===== config.mk =====
export PLATFORM = sky130hd
export DESIGN_NAME = cpu_interrupt_priority_regs
export DESIGN_NICKNAME = d
export VERILOG_FILES = /design/src/common/cpu_int_pkg.sv /design/src/core/low_level_arbiter.sv /design/src/core/cpu_interrupt_priority_regs.sv
export SDC_FILE = /design/constraint.sdc
export NUM_CORES = 1
export LEC_CHECK = 0
export ABC_AREA = 1
export BUFFER_PORTS_ARGS = -buffer_cell sky130_fd_sc_hd__buf_2
export CAP_MARGIN = 30
export CORE_AREA = 2 2 107 109
export DETAILED_ROUTE_END_ITERATION = 6
export DIE_AREA = 0 0 109 111
export MAX_ROUTING_LAYER = met4
export PLACE_DENSITY = 0.86
export SETUP_SLACK_MARGIN = 0.3
export SLEW_MARGIN = 40
export SYNTH_ARGS = -nofsm -noshare
export SYNTH_HDL_FRONTEND = slang
export SYNTH_SLANG_ARGS = --single-unit

===== constraint.sdc =====
create_clock -name aclk -period 3.9 [get_ports aclk]
set_clock_uncertainty 0.1 [all_clocks]
set_input_delay 0.78 -clock aclk [delete_from_list [all_inputs] [get_ports aclk]]
set_output_delay 0.78 -clock aclk [all_outputs]
set_load 0.005 [all_outputs]

===== src/common/cpu_int_pkg.sv =====
package cpu_int_pkg;

  // ==========================================================================
  // register map: printed offsets are indices, byte address is four times
  // ==========================================================================
  localparam logic [1:0] IDX_VECTOR_CONTROL = 2'h0;
  localparam logic [1:0] IDX_EXECUTING_LEVEL_FLAGS = 2'h1;
  localparam logic [1:0] IDX_LAST_LOW_LEVEL_VECTOR = 2'h2;
  localparam logic [1:0] IDX_HIGH_LEVEL_VECTOR_SELECT = 2'h3;

  // ==========================================================================
  // field positions
  // ==========================================================================
  localparam int unsigned POS_PLACEMENT = 6;
  localparam int unsigned POS_COMPACT = 5;
  localparam int unsigned POS_ROUND_ROBIN = 0;
  localparam int unsigned POS_NMI_EX = 7;
  localparam int unsigned POS_HIGH_EX = 1;
  localparam int unsigned POS_LOW_EX = 0;

  // ==========================================================================
  // reset values and encodings
  // ==========================================================================
  localparam logic [7:0] RST_VECTOR_CONTROL = 8'h00;
  localparam logic [7:0] RST_LAST_LOW_LEVEL_VECTOR = 8'h00;
  localparam logic [7:0] RST_HIGH_LEVEL_VECTOR_SELECT = 8'h00;
  localparam logic [7:0] HIGH_LEVEL_DISABLED = 8'h00;
  localparam logic [7:0] COMPACT_NMI_VECTOR = 8'h01;
  localparam logic [7:0] COMPACT_HIGH_VECTOR = 8'h02;
  localparam logic [7:0] COMPACT_LOW_VECTOR = 8'h03;
  localparam logic [15:0] APP_TABLE_BASE = 16'h0100;
  localparam logic [15:0] BOOT_TABLE_BASE = 16'h0000;
  localparam logic [1:0] RESP_OKAY = 2'h0;
  localparam logic [1:0] RESP_DECERR = 2'h3;

  // ==========================================================================
  // types
  // ==========================================================================
  typedef enum logic [1:0] {LEVEL_LOW, LEVEL_HIGH, LEVEL_NMI} level_e;

  typedef struct packed {
    logic valid;
    level_e level;
    logic [7:0] vector;
  } offer_s;

  typedef struct packed {
    logic placement;
    logic compact;
    logic round_robin;
  } ctrl_s;

endpackage


===== src/core/low_level_arbiter.sv =====
`timescale 1ns/10ps
`default_nettype none

module low_level_arbiter #(
  parameter int unsigned NVEC = 32
) (
  input wire logic [NVEC-1:0] req,
  input wire logic round_robin,
  input wire logic [7:0] last_vec,
  output logic grant_valid,
  output logic [7:0] grant_vec
);

  // ==========================================================================
  // lowest-index search, over all and over those above the last served
  // ==========================================================================
  logic [NVEC:0] seen_all;
  logic [NVEC:0] seen_up;
  logic [7:0] idx_all [NVEC+1];
  logic [7:0] idx_up [NVEC+1];
  logic use_up;

  assign seen_all[0] = 1'b0;
  assign seen_up[0] = 1'b0;
  assign idx_all[0] = 8'h00;
  assign idx_up[0] = 8'h00;

  genvar i;
  generate
    for (i = 0; i < NVEC; i++) begin : g_entry
      logic up_req;
      assign up_req = req[i] && (8'(i) > last_vec);
      assign seen_all[i+1] = seen_all[i] | req[i];
      assign seen_up[i+1] = seen_up[i] | up_req;
      assign idx_all[i+1] = idx_all[i] | ((req[i] && !seen_all[i]) ? 8'(i) : 8'h00);
      assign idx_up[i+1] = idx_up[i] | ((up_req && !seen_up[i]) ? 8'(i) : 8'h00);
    end
  endgenerate

  // wrap to the lowest request when nothing lies above the last served
  assign use_up = round_robin && seen_up[NVEC];
  assign grant_valid = seen_all[NVEC];
  assign grant_vec = use_up ? idx_up[NVEC] : idx_all[NVEC];

endmodule // low_level_arbiter

`default_nettype wire


===== src/core/cpu_interrupt_priority_regs.sv =====
// Operation
// - placement bit 6: 0 puts vectors at application start, 1 at boot start.
// - compact bit 5 turns the three-entry compact vector table off or on.
// - placement and compact bits change only on writes with protection unlocked.
// - round-robin bit 0 takes ordinary writes, no unlock needed.
// - round-robin off: lowest low-level vector wins; on: rotating priority.
// - round-robin on: acknowledged low vector is captured and goes last next time.
// - after reset the lowest low-level vector has highest priority.
// - high-level select register holds the one vector promoted to high level.
// - select value zero means no high-level vector; high level disabled.
// - status bit 7 set while the non-maskable handler runs, cleared on return.
// - status bit 1 set during high handler, kept under non-maskable, cleared on return.
// - status bit 0 set during low handler, kept when preempted, cleared on return.
// - compact table: non-maskable vector 1, high level 2, all low level 3.
// - high request preempts a low handler; low handler resumes afterwards.
// - nothing preempts a running non-maskable handler.
`timescale 1ns/10ps
`default_nettype none

module cpu_interrupt_priority_regs #(
  parameter int unsigned NVEC = 32,
  parameter int unsigned ADDR_W = 8,
  parameter logic [15:0] APP_BASE = cpu_int_pkg::APP_TABLE_BASE,
  parameter logic [15:0] BOOT_BASE = cpu_int_pkg::BOOT_TABLE_BASE
) (
  input wire logic aclk,
  input wire logic aresetn,
  input wire logic ce,
  input wire logic [ADDR_W-1:0] awaddr,
  input wire logic [2:0] awprot,
  input wire logic awvalid,
  output logic awready,
  input wire logic [31:0] wdata,
  input wire logic [3:0] wstrb,
  input wire logic wvalid,
  output logic wready,
  output logic [1:0] bresp,
  output logic bvalid,
  input wire logic bready,
  input wire logic [ADDR_W-1:0] araddr,
  input wire logic [2:0] arprot,
  input wire logic arvalid,
  output logic arready,
  output logic [31:0] rdata,
  output logic [1:0] rresp,
  output logic rvalid,
  input wire logic rready,
  input wire logic [NVEC-1:0] irq_req,
  input wire logic nmi_req,
  input wire logic change_protection_unlock,
  input wire logic irq_ack,
  input wire logic return_from_handler,
  output cpu_int_pkg::offer_s irq_offer,
  output logic [15:0] irq_table_addr,
  output cpu_int_pkg::ctrl_s vector_control_bits
);

  // ==========================================================================
  // state
  // ==========================================================================
  cpu_int_pkg::ctrl_s ctrl_r;
  logic [7:0] last_vec_r;
  logic [7:0] high_vec_r;
  logic nmi_ex_r;
  logic high_ex_r;
  logic low_ex_r;
  cpu_int_pkg::offer_s offer_r;
  logic [15:0] table_r;
  logic aw_held_r;
  logic w_held_r;
  logic [ADDR_W-1:0] aw_addr_r;
  logic [7:0] w_data_r;
  logic w_strb0_r;
  logic awready_r;
  logic wready_r;
  logic bvalid_r;
  logic [1:0] bresp_r;
  logic arready_r;
  logic rvalid_r;
  logic [31:0] rdata_r;
  logic [1:0] rresp_r;

  // ==========================================================================
  // bus decode
  // ==========================================================================
  logic aw_take;
  logic w_take;
  logic wr_fire;
  logic wr_hit;
  logic [1:0] wr_idx;
  logic wr_low;
  logic wr_ctrl;
  logic wr_last;
  logic wr_high;
  logic ar_take;
  logic rd_hit;
  logic [1:0] rd_idx;
  logic [7:0] status_byte;
  logic [7:0] ctrl_byte;
  logic [7:0] rd_byte;

  assign aw_take = awvalid && awready_r;
  assign w_take = wvalid && wready_r;
  assign wr_fire = aw_held_r && w_held_r && !bvalid_r;
  assign wr_hit = (aw_addr_r[ADDR_W-1:4] == '0) && (aw_addr_r[1:0] == 2'h0);
  assign wr_idx = aw_addr_r[3:2];
  assign wr_low = wr_fire && wr_hit && w_strb0_r;
  assign wr_ctrl = wr_low && (wr_idx == cpu_int_pkg::IDX_VECTOR_CONTROL);
  assign wr_last = wr_low && (wr_idx == cpu_int_pkg::IDX_LAST_LOW_LEVEL_VECTOR);
  assign wr_high = wr_low && (wr_idx == cpu_int_pkg::IDX_HIGH_LEVEL_VECTOR_SELECT);
  assign ar_take = arvalid && arready_r;
  assign rd_hit = (araddr[ADDR_W-1:4] == '0) && (araddr[1:0] == 2'h0);
  assign rd_idx = araddr[3:2];

  always_comb begin
    status_byte = 8'h00;
    status_byte[cpu_int_pkg::POS_NMI_EX] = nmi_ex_r;
    status_byte[cpu_int_pkg::POS_HIGH_EX] = high_ex_r;
    status_byte[cpu_int_pkg::POS_LOW_EX] = low_ex_r;
    ctrl_byte = 8'h00;
    ctrl_byte[cpu_int_pkg::POS_PLACEMENT] = ctrl_r.placement;
    ctrl_byte[cpu_int_pkg::POS_COMPACT] = ctrl_r.compact;
    ctrl_byte[cpu_int_pkg::POS_ROUND_ROBIN] = ctrl_r.round_robin;
  end

  assign rd_byte = (rd_idx == cpu_int_pkg::IDX_VECTOR_CONTROL) ? ctrl_byte :
                   (rd_idx == cpu_int_pkg::IDX_EXECUTING_LEVEL_FLAGS) ? status_byte :
                   (rd_idx == cpu_int_pkg::IDX_LAST_LOW_LEVEL_VECTOR) ? last_vec_r :
                   high_vec_r;

  // ==========================================================================
  // control register next value
  // ==========================================================================
  cpu_int_pkg::ctrl_s ctrl_nxt;
  logic unlocked_wr;

  assign unlocked_wr = wr_ctrl && change_protection_unlock;
  assign ctrl_nxt.placement = unlocked_wr ? w_data_r[cpu_int_pkg::POS_PLACEMENT]
                                          : ctrl_r.placement;
  assign ctrl_nxt.compact = unlocked_wr ? w_data_r[cpu_int_pkg::POS_COMPACT]
                                        : ctrl_r.compact;
  assign ctrl_nxt.round_robin = wr_ctrl ? w_data_r[cpu_int_pkg::POS_ROUND_ROBIN]
                                        : ctrl_r.round_robin;

  // ==========================================================================
  // candidate selection
  // ==========================================================================
  logic [255:0] req_wide;
  logic [NVEC-1:0] high_onehot;
  logic [NVEC-1:0] low_req;
  logic high_enabled;
  logic high_req;
  logic nmi_cand;
  logic high_cand;
  logic low_cand;
  logic grant_valid;
  logic [7:0] grant_vec;
  logic any_ex;
  logic ack_take;
  cpu_int_pkg::offer_s offer_nxt;
  logic [7:0] entry;
  logic [15:0] base;
  logic [15:0] table_nxt;

  assign req_wide = 256'(irq_req);
  assign high_enabled = high_vec_r != cpu_int_pkg::HIGH_LEVEL_DISABLED;
  assign high_req = high_enabled && req_wide[high_vec_r];
  assign high_onehot = high_enabled ? ({{(NVEC-1){1'b0}}, 1'b1} << high_vec_r) : '0;
  assign low_req = irq_req & ~high_onehot & ~{{(NVEC-1){1'b0}}, 1'b1};
  assign any_ex = nmi_ex_r || high_ex_r || low_ex_r;

  low_level_arbiter #(
    .NVEC(NVEC)
  ) u_arbiter (
    .req(low_req),
    .round_robin(ctrl_r.round_robin),
    .last_vec(last_vec_r),
    .grant_valid(grant_valid),
    .grant_vec(grant_vec)
  );

  assign nmi_cand = nmi_req && !nmi_ex_r;
  assign high_cand = high_req && !nmi_ex_r && !high_ex_r;
  assign low_cand = grant_valid && !any_ex;
  assign ack_take = irq_ack && offer_r.valid;

  always_comb begin
    offer_nxt.valid = 1'b0;
    offer_nxt.level = cpu_int_pkg::LEVEL_LOW;
    offer_nxt.vector = grant_vec;
    entry = grant_vec;
    if (nmi_cand) begin
      offer_nxt.valid = 1'b1;
      offer_nxt.level = cpu_int_pkg::LEVEL_NMI;
      offer_nxt.vector = cpu_int_pkg::COMPACT_NMI_VECTOR;
      entry = cpu_int_pkg::COMPACT_NMI_VECTOR;
    end else if (high_cand) begin
      offer_nxt.valid = 1'b1;
      offer_nxt.level = cpu_int_pkg::LEVEL_HIGH;
      offer_nxt.vector = high_vec_r;
      entry = ctrl_r.compact ? cpu_int_pkg::COMPACT_HIGH_VECTOR : high_vec_r;
    end else if (low_cand) begin
      offer_nxt.valid = 1'b1;
      entry = ctrl_r.compact ? cpu_int_pkg::COMPACT_LOW_VECTOR : grant_vec;
    end
    // no new offer in the cycle the previous one is acknowledged
    if (ack_take) begin
      offer_nxt.valid = 1'b0;
    end
  end

  assign base = ctrl_r.placement ? BOOT_BASE : APP_BASE;
  assign table_nxt = base + {8'h00, entry};

  // ==========================================================================
  // executing flags: clear highest on return, then set on acknowledge
  // ==========================================================================
  logic nmi_ex_nxt;
  logic high_ex_nxt;
  logic low_ex_nxt;
  logic ack_nmi;
  logic ack_high;
  logic ack_low;

  assign ack_nmi = ack_take && (offer_r.level == cpu_int_pkg::LEVEL_NMI);
  assign ack_high = ack_take && (offer_r.level == cpu_int_pkg::LEVEL_HIGH);
  assign ack_low = ack_take && (offer_r.level == cpu_int_pkg::LEVEL_LOW);

  always_comb begin
    nmi_ex_nxt = nmi_ex_r;
    high_ex_nxt = high_ex_r;
    low_ex_nxt = low_ex_r;
    if (return_from_handler) begin
      if (nmi_ex_r) begin
        nmi_ex_nxt = 1'b0;
      end else if (high_ex_r) begin
        high_ex_nxt = 1'b0;
      end else begin
        low_ex_nxt = 1'b0;
      end
    end
    if (ack_nmi) begin
      nmi_ex_nxt = 1'b1;
    end
    if (ack_high) begin
      high_ex_nxt = 1'b1;
    end
    if (ack_low) begin
      low_ex_nxt = 1'b1;
    end
  end

  logic [7:0] last_vec_nxt;

  assign last_vec_nxt = (ack_low && ctrl_r.round_robin) ? offer_r.vector :
                        wr_last ? w_data_r : last_vec_r;

  // ==========================================================================
  // registers
  // ==========================================================================
  always_ff @(posedge aclk) begin
    if (!aresetn) begin
      ctrl_r <= cpu_int_pkg::ctrl_s'(3'h0);
      last_vec_r <= cpu_int_pkg::RST_LAST_LOW_LEVEL_VECTOR;
      high_vec_r <= cpu_int_pkg::RST_HIGH_LEVEL_VECTOR_SELECT;
      nmi_ex_r <= 1'b0;
      high_ex_r <= 1'b0;
      low_ex_r <= 1'b0;
      offer_r <= '0;
      table_r <= 16'h0000;
    end else if (ce) begin
      ctrl_r <= ctrl_nxt;
      last_vec_r <= last_vec_nxt;
      high_vec_r <= wr_high ? w_data_r : high_vec_r;
      nmi_ex_r <= nmi_ex_nxt;
      high_ex_r <= high_ex_nxt;
      low_ex_r <= low_ex_nxt;
      offer_r <= offer_nxt;
      table_r <= table_nxt;
    end
  end

  always_ff @(posedge aclk) begin
    if (!aresetn) begin
      aw_held_r <= 1'b0;
      w_held_r <= 1'b0;
      aw_addr_r <= '0;
      w_data_r <= 8'h00;
      w_strb0_r <= 1'b0;
      awready_r <= 1'b1;
      wready_r <= 1'b1;
      bvalid_r <= 1'b0;
      bresp_r <= cpu_int_pkg::RESP_OKAY;
    end else if (ce) begin
      if (aw_take) begin
        aw_held_r <= 1'b1;
        aw_addr_r <= awaddr;
        awready_r <= 1'b0;
      end
      if (w_take) begin
        w_held_r <= 1'b1;
        w_data_r <= wdata[7:0];
        w_strb0_r <= wstrb[0];
        wready_r <= 1'b0;
      end
      if (wr_fire) begin
        bvalid_r <= 1'b1;
        bresp_r <= wr_hit ? cpu_int_pkg::RESP_OKAY : cpu_int_pkg::RESP_DECERR;
        aw_held_r <= 1'b0;
        w_held_r <= 1'b0;
      end
      if (bvalid_r && bready) begin
        bvalid_r <= 1'b0;
        awready_r <= 1'b1;
        wready_r <= 1'b1;
      end
    end
  end

  always_ff @(posedge aclk) begin
    if (!aresetn) begin
      arready_r <= 1'b1;
      rvalid_r <= 1'b0;
      rdata_r <= 32'h0000_0000;
      rresp_r <= cpu_int_pkg::RESP_OKAY;
    end else if (ce) begin
      if (ar_take) begin
        arready_r <= 1'b0;
        rvalid_r <= 1'b1;
        rdata_r <= rd_hit ? {24'h00_0000, rd_byte} : 32'h0000_0000;
        rresp_r <= rd_hit ? cpu_int_pkg::RESP_OKAY : cpu_int_pkg::RESP_DECERR;
      end else if (rvalid_r && rready) begin
        rvalid_r <= 1'b0;
        arready_r <= 1'b1;
      end
    end
  end

  // ==========================================================================
  // outputs
  // ==========================================================================
  assign awready = awready_r;
  assign wready = wready_r;
  assign bvalid = bvalid_r;
  assign bresp = bresp_r;
  assign arready = arready_r;
  assign rvalid = rvalid_r;
  assign rdata = rdata_r;
  assign rresp = rresp_r;
  assign irq_offer = offer_r;
  assign irq_table_addr = table_r;
  assign vector_control_bits = ctrl_r;
endmodule // cpu_interrupt_priority_regs

`default_nettype wire


==> results of run 1 <==
[area by class of cell]
class | instances | area share
timing repair buffer | 131 | 0.1073
tap | 143 | 0.02693
multi-input combinational | 703 | 0.5266
clock inverter | 4 | 0.007156
clock buffer | 12 | 0.03861
sequential | 76 | 0.2296
inverter | 112 | 0.06384
[final timing paths]
kind | to | cells past startpoint | slack (ps)
worst max-delay path | irq_offer[0]$_SDFFE_PN0P_ | 19 | 570
worst min-delay path | irq_table_addr[5]$_SDFFE_PN0P_ | 2 | 330
worst max register to register | irq_offer[0]$_SDFFE_PN0P_ | 19 | 570
worst min register to register | irq_table_addr[5]$_SDFFE_PN0P_ | 2 | 330
[flip-flops by register name, indices dropped and copies added, names as in the netlist]
| name | cells |
|---|---|
| arready | 1 |
| aw_addr_r | 8 |
| aw_held_r | 1 |
| awready | 1 |
| bresp | 1 |
| bvalid | 1 |
| high_ex_r | 1 |
| high_vec_r | 8 |
| irq_offer | 11 |
| irq_table_addr | 9 |
| last_vec_r | 8 |
| low_ex_r | 1 |
| nmi_ex_r | 1 |
| rdata | 8 |
| rresp | 1 |
| rvalid | 1 |
| vector_control_bits | 3 |
| w_data_r | 8 |
| w_held_r | 1 |
| w_strb0_r | 1 |
| wready | 1 |
[through the flow]
step | total power, mW | cell area, µm²
finish | 1.901 | 6644
global route | 1.975 | 6644
CTS | 1.898 | 6570
detailed placement | 1.073 | 6266
global placement | 1.069 | 6266
floorplan | 0.9988 | 5769
[power by group through the flow]
stage	clock network (mW)	logic (mW)	registers [mW]
after floorplan	0	0.173	0.826
after global placement	0	0.240	0.829
after detailed placement	0	0.243	0.830
after CTS	0.839	0.246	0.814
after global routing	0.877	0.282	0.816
final	0.834	0.252	0.814
[layer usage]
layer | global-route usage | wire length [µm] | vias to the layer above
met5 | - | 0 | -
met4 | 0.1385 | 680 | 0
met3 | 0.04821 | 1282 | 60
met2 | 0.5110 | 8832 | 316
met1 | 0.3769 | 7530 | 2976
li1 | - | - | 3261
[cells by family (layout without fill, tap and decap cells)]
kind of cell / Yosys count / after routing / synth area share
simple gates: 465 / 465 / 0.3791
compound gates: 207 / 207 / 0.2110
buf+inv: 174 / 259 / 0.1402
flops: 76 / 76 / 0.2690
other cells: 1 / 31 / 0.0006629
[repair_timing]
item                                    in CTS  in global routing
endpoints found under the setup margin       0                 11
setup buffers                                0                  3
hold buffers                                 0                  0
resized for setup                            0                 15
[worst min-delay path, cell delays in order (launching register included)]
cell and delay [ps]:
dfxtp_1 310, nand2_1 50, nor2_1 30
[placed cells by master, fill, tap and decap left out, types with 5 or more instances in the layout]
cell	instances
o211ai_1	6
nand3_2	7
conb_1	31
buf_4	23
a31oi_1	12
nor2_2	13
dfxtp_1	73
nand3_1	66
a21oi_1	83
inv_1	99
clkbuf_16	9
inv_2	9
o21ai_0	57
nand4_1	29
nand4_2	5
nor2_4	11
nand2_1	192
buf_2	108
nor3_1	7
nor2_1	116
a211oi_1	17
a21boi_0	5
==> impl_metrics.yaml, run 1 <==
detailed_routing:
  ant_nets: 0
  vias: 6613
  wl_mm: 18.33
  drtIter0Drc: 447
  dr.pass1.iters: 5
  drt_drc_violations_left: 0
  post_drt_wl_per_cell_um: 15.52
  avgViaCountPerCell: 5.599
logic_synthesis:
  avgSynthCellArea_um2: 6.129
  yosys.area.top_type_share: 0.2690
  syn_area_um2: 5657
  ys_ff_latch: 76
  netlist_top_cells_count: "192 x nand2_1, 120 x nor2_1, 99 x inv_1, 84 x a21oi_1, 76 x dfxtp_1"
  yosys_warnings: 0
  synth_edf_count: 0
  async_flop_share: 0
  synthCells: 923
  synth.most_common_cell: "nand2_1"
  synthFlopType: "dfxtp_1"
  synth_top_area_cell: "dfxtp_1"
  ys_seq_area_frac: 0.2690
  synth.distinct_cells: 47
  synthTopCellsByArea: "dfxtp_1 27%, nand2_1 13%, nor2_1 8.0%"
die:
  io_pins: 173
  die_h_um: 111
  rows: 39
  die_w_um: 109
  core_um2: 11080
  die_area_um2: 12100
  initial_core_util: 0.5107
placed_design:
  routabilityCongestion: 0.9538
  dp_hpwl_mm: 14.22
  pre_cts_slack_ps: 445.7
  portBuffers: 108
  placedCellCount: 1162
timing:
  setup_tns_ps: 0
  slew_viol_final: 0
  worst_pin_slew_ps: 785.2
  hold_viol_final: 0
  final.setup.worst_slack_ps: 568.0
  whs_ps: 327.1
  maxSlewHeadroom: 0.4758
  rsz0062_at_grt: "false"
  finalCritPeriodShare: 0.8544
  clock.fmax_mhz: 300.1
  setup_viol: 0
  period_minus_slack_ps: 3332
global_route:
  track_usage: 0.3128
  first_global_vias: 6078
  grt_overflow: 0
  grt_pass1_wl_mm: 29.31
  antenna_found_initial: 0
  grt_max_degree: 47
final_layout:
  multi_input_area_um2: 3498
  final_cells: 1181
  syn_to_final_growth_pct: 17.45
  fill_cells: 1098
  regArea_um2: 1525
  nets: 1135
  utilization: 0.5998
  drive_gt1_frac: 0.2013
  n_antenna_cell: 0
pwr:
  p_per_area_nw_per_um2: 286.1
  power_leakage_nw: 3.170
  combPwrFrac: 0.133
  swShare: 0.2568
  ir_drop_uv: 423.2
  clockPowerShare: 0.439
  switchingPower_mw: 0.4882
  internal-power_mw: 1.413
  share_seq_of_total_power: 0.428
clock_network:
  htree_num_levels: 3
  cts_buffers: 9
  cts_sinks: 76
  cts_tree: "yes"
  root_buffer: "clkbuf_16"
  path_clk_slew_ps: 60
  cts_buffer_depth: 2
  clk_latency_ps: 340
worst_setup_path:
  crit_start: "high_vec_r[0]$_SDFFE_PN0P_"
  cp_data_arrival_time_ps: 3500
  crit_slowest_cell: "dfxtp_2"
  regToRegStartpoint: "high_vec_r[0]$_SDFFE_PN0P_"
  end_kind: "register"
  path_cells: "nor2_1 > nand2_1 > nor2_1 > a21boi_1 > inv_1 > nand3_1 > nor3_2 > nand4_2 > nor2_4 > nand4_2 > nor2_4 > nand4_2 > nor2_4 > nand2_1 > nand3b_1 > nor2_1 > nand2_1 > nand3_1 > a21oi_1"
  worst-path-buf-inv: 1
  path_max_fanout: 13
  cp_top_family: "simple AND/OR/NAND/NOR gates"
  critPathMaxStageDelay_ps: 390
  critPathKind: "register to register"
  start_kind: "register"
  worstPathRequired_ps: 4060
status:
  outcome: "complete, no violations"
hold_path:
  hold_path.class: "register to register"
  hold_start: "irq_table_addr[5]$_SDFFE_PN0P_"
job:
  cap_violations: 0
Note: power is estimated with default switching activity, not from simulation.
==> inputs of run 2 (changes only) <==
- MAX_ROUTING_LAYER: met4 -> default
==> impl_metrics.yaml, run 2 (synthesis results as in run 1) <==
worst_setup_path:
  path_max_fanout: 12
  worstPathRequired_ps: 4080
  regToRegStartpoint: "high_vec_r[0]$_SDFFE_PN0P_"
  end_kind: "register"
  reg2reg_to: "irq_offer[4]$_SDFFE_PN0P_"
  reg2reg_setup_slack_ps: 600
  reg2regPathDepth: 24
  start_kind: "register"
  cp_data_arrival_time_ps: 3480
  critPathKind: "register to register"
hold_path:
  hold_depth: 2
  hold_start: "irq_table_addr[5]$_SDFFE_PN0P_"
  whs_endpoint: "irq_table_addr[5]$_SDFFE_PN0P_"
  hold_path.class: "register to register"
detailed_routing:
  dr.pass1.iters: 6
  vias: 6597
  wl_mm: 18.09
  drt_drc_violations_left: 0
  ant_nets: 0
  post_drt_wl_per_cell_um: 15.33
  avgViaCountPerCell: 5.591
  drtIter0Drc: 537
die:
  die_area_um2: 12100
  rows: 39
  initial_core_util: 0.5107
  die_h_um: 111
  die_w_um: 109
  io_pins: 173
  core_um2: 11080
global_route:
  grt_max_degree: 47
  grt_pass1_wl_mm: 28.70
  antenna_found_initial: 0
  grt_overflow: 0
  first_global_vias: 6003
  track_usage: 0.2983
placed_design:
  portBuffers: 108
  pre_cts_slack_ps: 376.0
  dp_hpwl_mm: 14.04
  routabilityCongestion: 0.9335
job:
  cap_violations: 0
clock_network:
  htree_num_levels: 3
  hold_buffers: 0
  cts_tree: "yes"
  path_clk_slew_ps: 60
  clk_latency_ps: 330
  cts_buffer_depth: 2
  cts_sinks: 76
  cts_buffers: 9
  root_buffer: "clkbuf_16"
status:
  outcome: "complete, no violations"
timing:
  hold_viol_final: 0
  rsz0062_at_grt: "false"
  final.setup.worst_slack_ps: 598.5
  setup_tns_ps: 0
  finalCritPeriodShare: 0.8465
  slew_viol_final: 0
  clock.fmax_mhz: 302.9
  worst_pin_slew_ps: 787.7
  setup_viol: 0
  maxSlewHeadroom: 0.4741
  period_minus_slack_ps: 3302
pwr:
  p_per_area_nw_per_um2: 286.9
  ir_drop_uv: 361.2
  p_total_mw: 1.910
  power_leakage_nw: 3.165
final_layout:
  syn_to_final_growth_pct: 17.72
  n_antenna_cell: 0
  layout_commonest_cell: "nand2_1"
  final_cell_mix: "191 x nand2_1, 113 x nor2_1, 108 x buf_2"
  nets: 1135
  drive_gt1_frac: 0.2035
  largest_reg_flops: 11
==> run 2: changes by cell type in the layout (fill, tap and decap cells not counted), moves of 2 or more <==
cell	delta
clkinv_2	-2
nand3_2	-2
nor2_2	+2
nor2_1	-3
nand3_1	+2
==> run 2: how the worst max path moves through the flow <==
| stage | from | slack [ps] | endpoint |
|---|---|---|---|
| after floorplan | high_vec_r[2]$_SDFFE_PN0P_ | 1160 | irq_offer[4]$_SDFFE_PN0P_ |
| after global placement | high_vec_r[0]$_SDFFE_PN0P_ | 460 | irq_offer[4]$_SDFFE_PN0P_ |
| after detailed placement | high_vec_r[0]$_SDFFE_PN0P_ | 380 | irq_offer[4]$_SDFFE_PN0P_ |
| after CTS | high_vec_r[0]$_SDFFE_PN0P_ | 360 | irq_offer[4]$_SDFFE_PN0P_ |
| after global routing | high_vec_r[0]$_SDFFE_PN0P_ | 300 | irq_offer[4]$_SDFFE_PN0P_ |
| final | high_vec_r[0]$_SDFFE_PN0P_ | 600 | irq_offer[4]$_SDFFE_PN0P_ |
==> run 2: worst max-delay path, stage by stage (launching register included) <==
cell and delay (ps):
dfxtp_4 400, inv_1 90, buf_4 150, nand2_1 90, nor2_4 150, nand4_1 230
nand3_1 190, nand2_2 90, nor2_4 120, nand2_1 120, nor2_2 150, nand4_2 100
nor2_2 120, nand4_1 110, nor2_2 150, nand4_1 110, nor2_2 180, nand3_2 100
nand2_4 110, nor2_1 50, nand2_1 60, nand2_1 50, nand2_1 100, nand2_1 70
nand2_1 80
==> run 2: repair_timing <==
action | CTS | global route
buffers inserted | 0 | 7
endpoints found under the setup margin | 0 | 11
resized for setup | 0 | 19
==> run 2: area by class of cell <==
| cell class | instances | area, µm² |
|---|---|---|
| Fill cell | 1086 | 4418 |
| Timing Repair Buffer | 131 | 713.2 |
| Multi-Input combinational cell | 703 | 3503 |
| Inverter | 112 | 424.2 |
| Clock inverter | 3 | 45.04 |
| Tap cell | 143 | 178.9 |
| Sequential cell | 76 | 1528 |
| Clock buffer | 12 | 266.5 |
==> run 2: routing by layer <==
layer,share of wire,global-route usage
met5,0,0
met4,0.044,0.1470
met1,0.40,0.3652
met3,0.082,0.05173
met2,0.47,0.4969
==> run 2: report_power, final <==
part	switching [mW]	leakage (nW)	total, mW	internal (mW)
combinational	0.162	2.40	0.249	0.0874
sequential	0.0177	0.619	0.814	0.797
clock	0.303	0.147	0.846	0.543
==> run 2: per-stage QoR <==
step	area (µm²)	util	instances	hold slack, ps
3_5_place_dp	6236	0.5630	1158	324.5
6_report	6659	0.6012	1180	332.1
4_1_cts	6548	0.5911	1173	333.1
2_1_floorplan	5769	-	953	326.1
5_1_grt	6659	0.6012	1180	360.1
3_3_place_gp	6236	0.5630	1158	320.9
==> inputs of run 3 (changes only) <==
- clock period: 3.9 -> 3.05 ns (I/O delays scaled with it)
==> impl_metrics.yaml, run 3 (synthesis results as in run 1) <==
detailed_routing:
  avgViaCountPerCell: 5.548
  met1Wirelength_mm: 7.680
  wl_mm: 19.92
  wl_met2_mm: 9.602
  dr.pass1.iters: 5
  met3RoutedLength_mm: 1.373
  ant_nets: 0
  drt_drc_violations_left: 0
  post_drt_wl_per_cell_um: 15.41
  vias: 7173
  maxUsedRoutingLayer: "met4"
  drtIter0Drc: 509
job:
  cap_violations: 0
pwr:
  combPwrFrac: 0.161
  p_per_area_nw_per_um2: 311.4
  power_leakage_nw: 3.778
  internal-power_mw: 1.787
  clockPowerShare: 0.410
  ir_drop_uv: 375.5
  swShare: 0.2641
  switchingPower_mw: 0.6413
  share_seq_of_total_power: 0.429
global_route:
  antenna_found_initial: 0
  track_usage: 0.3307
  grt_max_degree: 28
  first_global_vias: 6871
  grt_pass1_wl_mm: 31.70
  grt_overflow: 0
worst_setup_path:
  crit_start: "high_vec_r[6]$_SDFFE_PN0P_"
  reg2regPathDepth: 23
  end_kind: "register"
  worstPathRequired_ps: 3220
  critPathKind: "register to register"
  regToRegStartpoint: "high_vec_r[6]$_SDFFE_PN0P_"
  path_max_fanout: 5
  start_kind: "register"
  cp_data_arrival_time_ps: 3240
die:
  die_h_um: 111
  core_um2: 11080
  die_w_um: 109
  initial_core_util: 0.5107
  rows: 39
  die_area_um2: 12100
  io_pins: 173
final_layout:
  largest_reg_flops: 11
  syn_to_final_growth_pct: 37.89
  utilization: 0.7042
  drive_gt1_frac: 0.3252
  stdcell_area_um2: 7800
  nets: 1247
  layout_commonest_cell: "nand2_1"
  final_cell_mix: "177 x nand2_1, 129 x buf_4, 108 x buf_2"
  n_antenna_cell: 0
  final_cells: 1293
placed_design:
  placedCellCount: 1255
  routabilityCongestion: 1.005
  portBuffers: 108
  placed_area_um2: 6964
  dp_hpwl_mm: 15.20
clock_network:
  path_clk_slew_ps: 60
  cts_tree: "yes"
  htree_num_levels: 3
  clk_latency_ps: 330
  cts_buffers: 9
  root_buffer: "clkbuf_16"
  cts_buffer_depth: 2
  hold_buffers: 0
  cts_sinks: 76
status:
  outcome: "finished, violations left"
  violations: "setup timing"
timing:
  worst_pin_slew_ps: 701.5
  final.setup.worst_slack_ps: -18.87
  rsz0062_at_grt: "true"
  hold_viol_final: 0
  slew_viol_final: 0
  whs_ps: 330.0
  finalCritPeriodShare: 1.006
  clock.fmax_mhz: 325.9
  maxSlewHeadroom: 0.5309
  period_minus_slack_ps: 3069
  setup_viol: 2
hold_path:
  hold_depth: 2
  hold_path.class: "register to register"
  hold_start: "irq_table_addr[5]$_SDFFE_PN0P_"
-- run 3: cell count changes in the layout (fill, tap and decap cells not counted), moves of 5 or more --
cell     change
nor2_4       +8
nand3_2     +10
nand2_1     -14
buf_4      +106
buf_6        +5
dfxtp_2      +5
nand3_1     -12
nor2_1      -10
a21oi_1      -5
nand2_2     +14
-- run 3: routing by layer --
| layer | track usage | vias up |
|---|---|---|
| met5 | 0 | - |
| met4 | 0.2051 | 0 |
| met3 | 0.03939 | 87 |
| met2 | 0.5536 | 348 |
| met1 | 0.3958 | 3262 |
| li1 | - | 3476 |
-- run 3: critical path, cell delays in order (launching register included) --
cell and delay [ps]:
dfxtp_2 330, nor2_4 160, buf_12 140, nand3_4 100, buf_6 140, nor2_4 140, a21boi_2 100, nor2_2 120
nand2_2 90, nor2_4 170, nand4_4 120, nor2_4 130, nand4_4 100, nor2_4 180, nand4_1 190, nand2_1 110
nor2_1 60, nand2_1 60, nor2_1 50, a21oi_1 150, nand2_1 60, nand2_1 80, nand2_1 70, nand2_1 60
-- run 3: cell type report --
type,instances,area [µm²]
Multi-Input combinational cell,703,3791
Fill cell,956,3277
Timing Repair Buffer,243,1585
Sequential cell,76,1530
Inverter,112,425.4
Clock buffer,12,266.5
Tap cell,143,178.9
Clock inverter,4,22.52
-- run 3: power by group through the flow --
stage,Sequential [mW],Clock [mW],Combinational [mW]
2_1_floorplan,1.06,0,0.221
3_3_place_gp,1.06,0,0.348
3_5_place_dp,1.06,0,0.353
4_1_cts,1.04,1.00,0.373
5_1_grt,1.04,1.05,0.430
6_report,1.04,0.995,0.392
-- run 3: metrics by stage --
stage	total power, mW	setup TNS (ps)	worst slack, ps
after floorplan	1.277	0	307.3
after CTS	2.415	0	96.43
after global placement	1.409	-89.92	-18.86
after detailed placement	1.415	-349.7	-50.13
final	2.429	-26.41	-18.87
after global routing	2.527	-2520	-300.1
-- run 3: path summary, 6_finish.rpt --
path / slack (ps) / endpoint
setup / recovery: -20 / irq_offer[3]$_SDFFE_PN0P_
hold / removal: 330 / irq_table_addr[5]$_SDFFE_PN0P_
setup reg to reg: -20 / irq_offer[3]$_SDFFE_PN0P_
hold reg to reg: 330 / irq_table_addr[5]$_SDFFE_PN0P_
-- run 3: repair_timing --
item / 4_1_cts / 5_1_grt
setup buffers: 15 / 7
endpoints found under the hold margin: 0 / 0
endpoints found under the setup margin: 11 / 12
cloned: 0 / 0
pin swaps: 18 / 25
gates resized for setup: 60 / 37
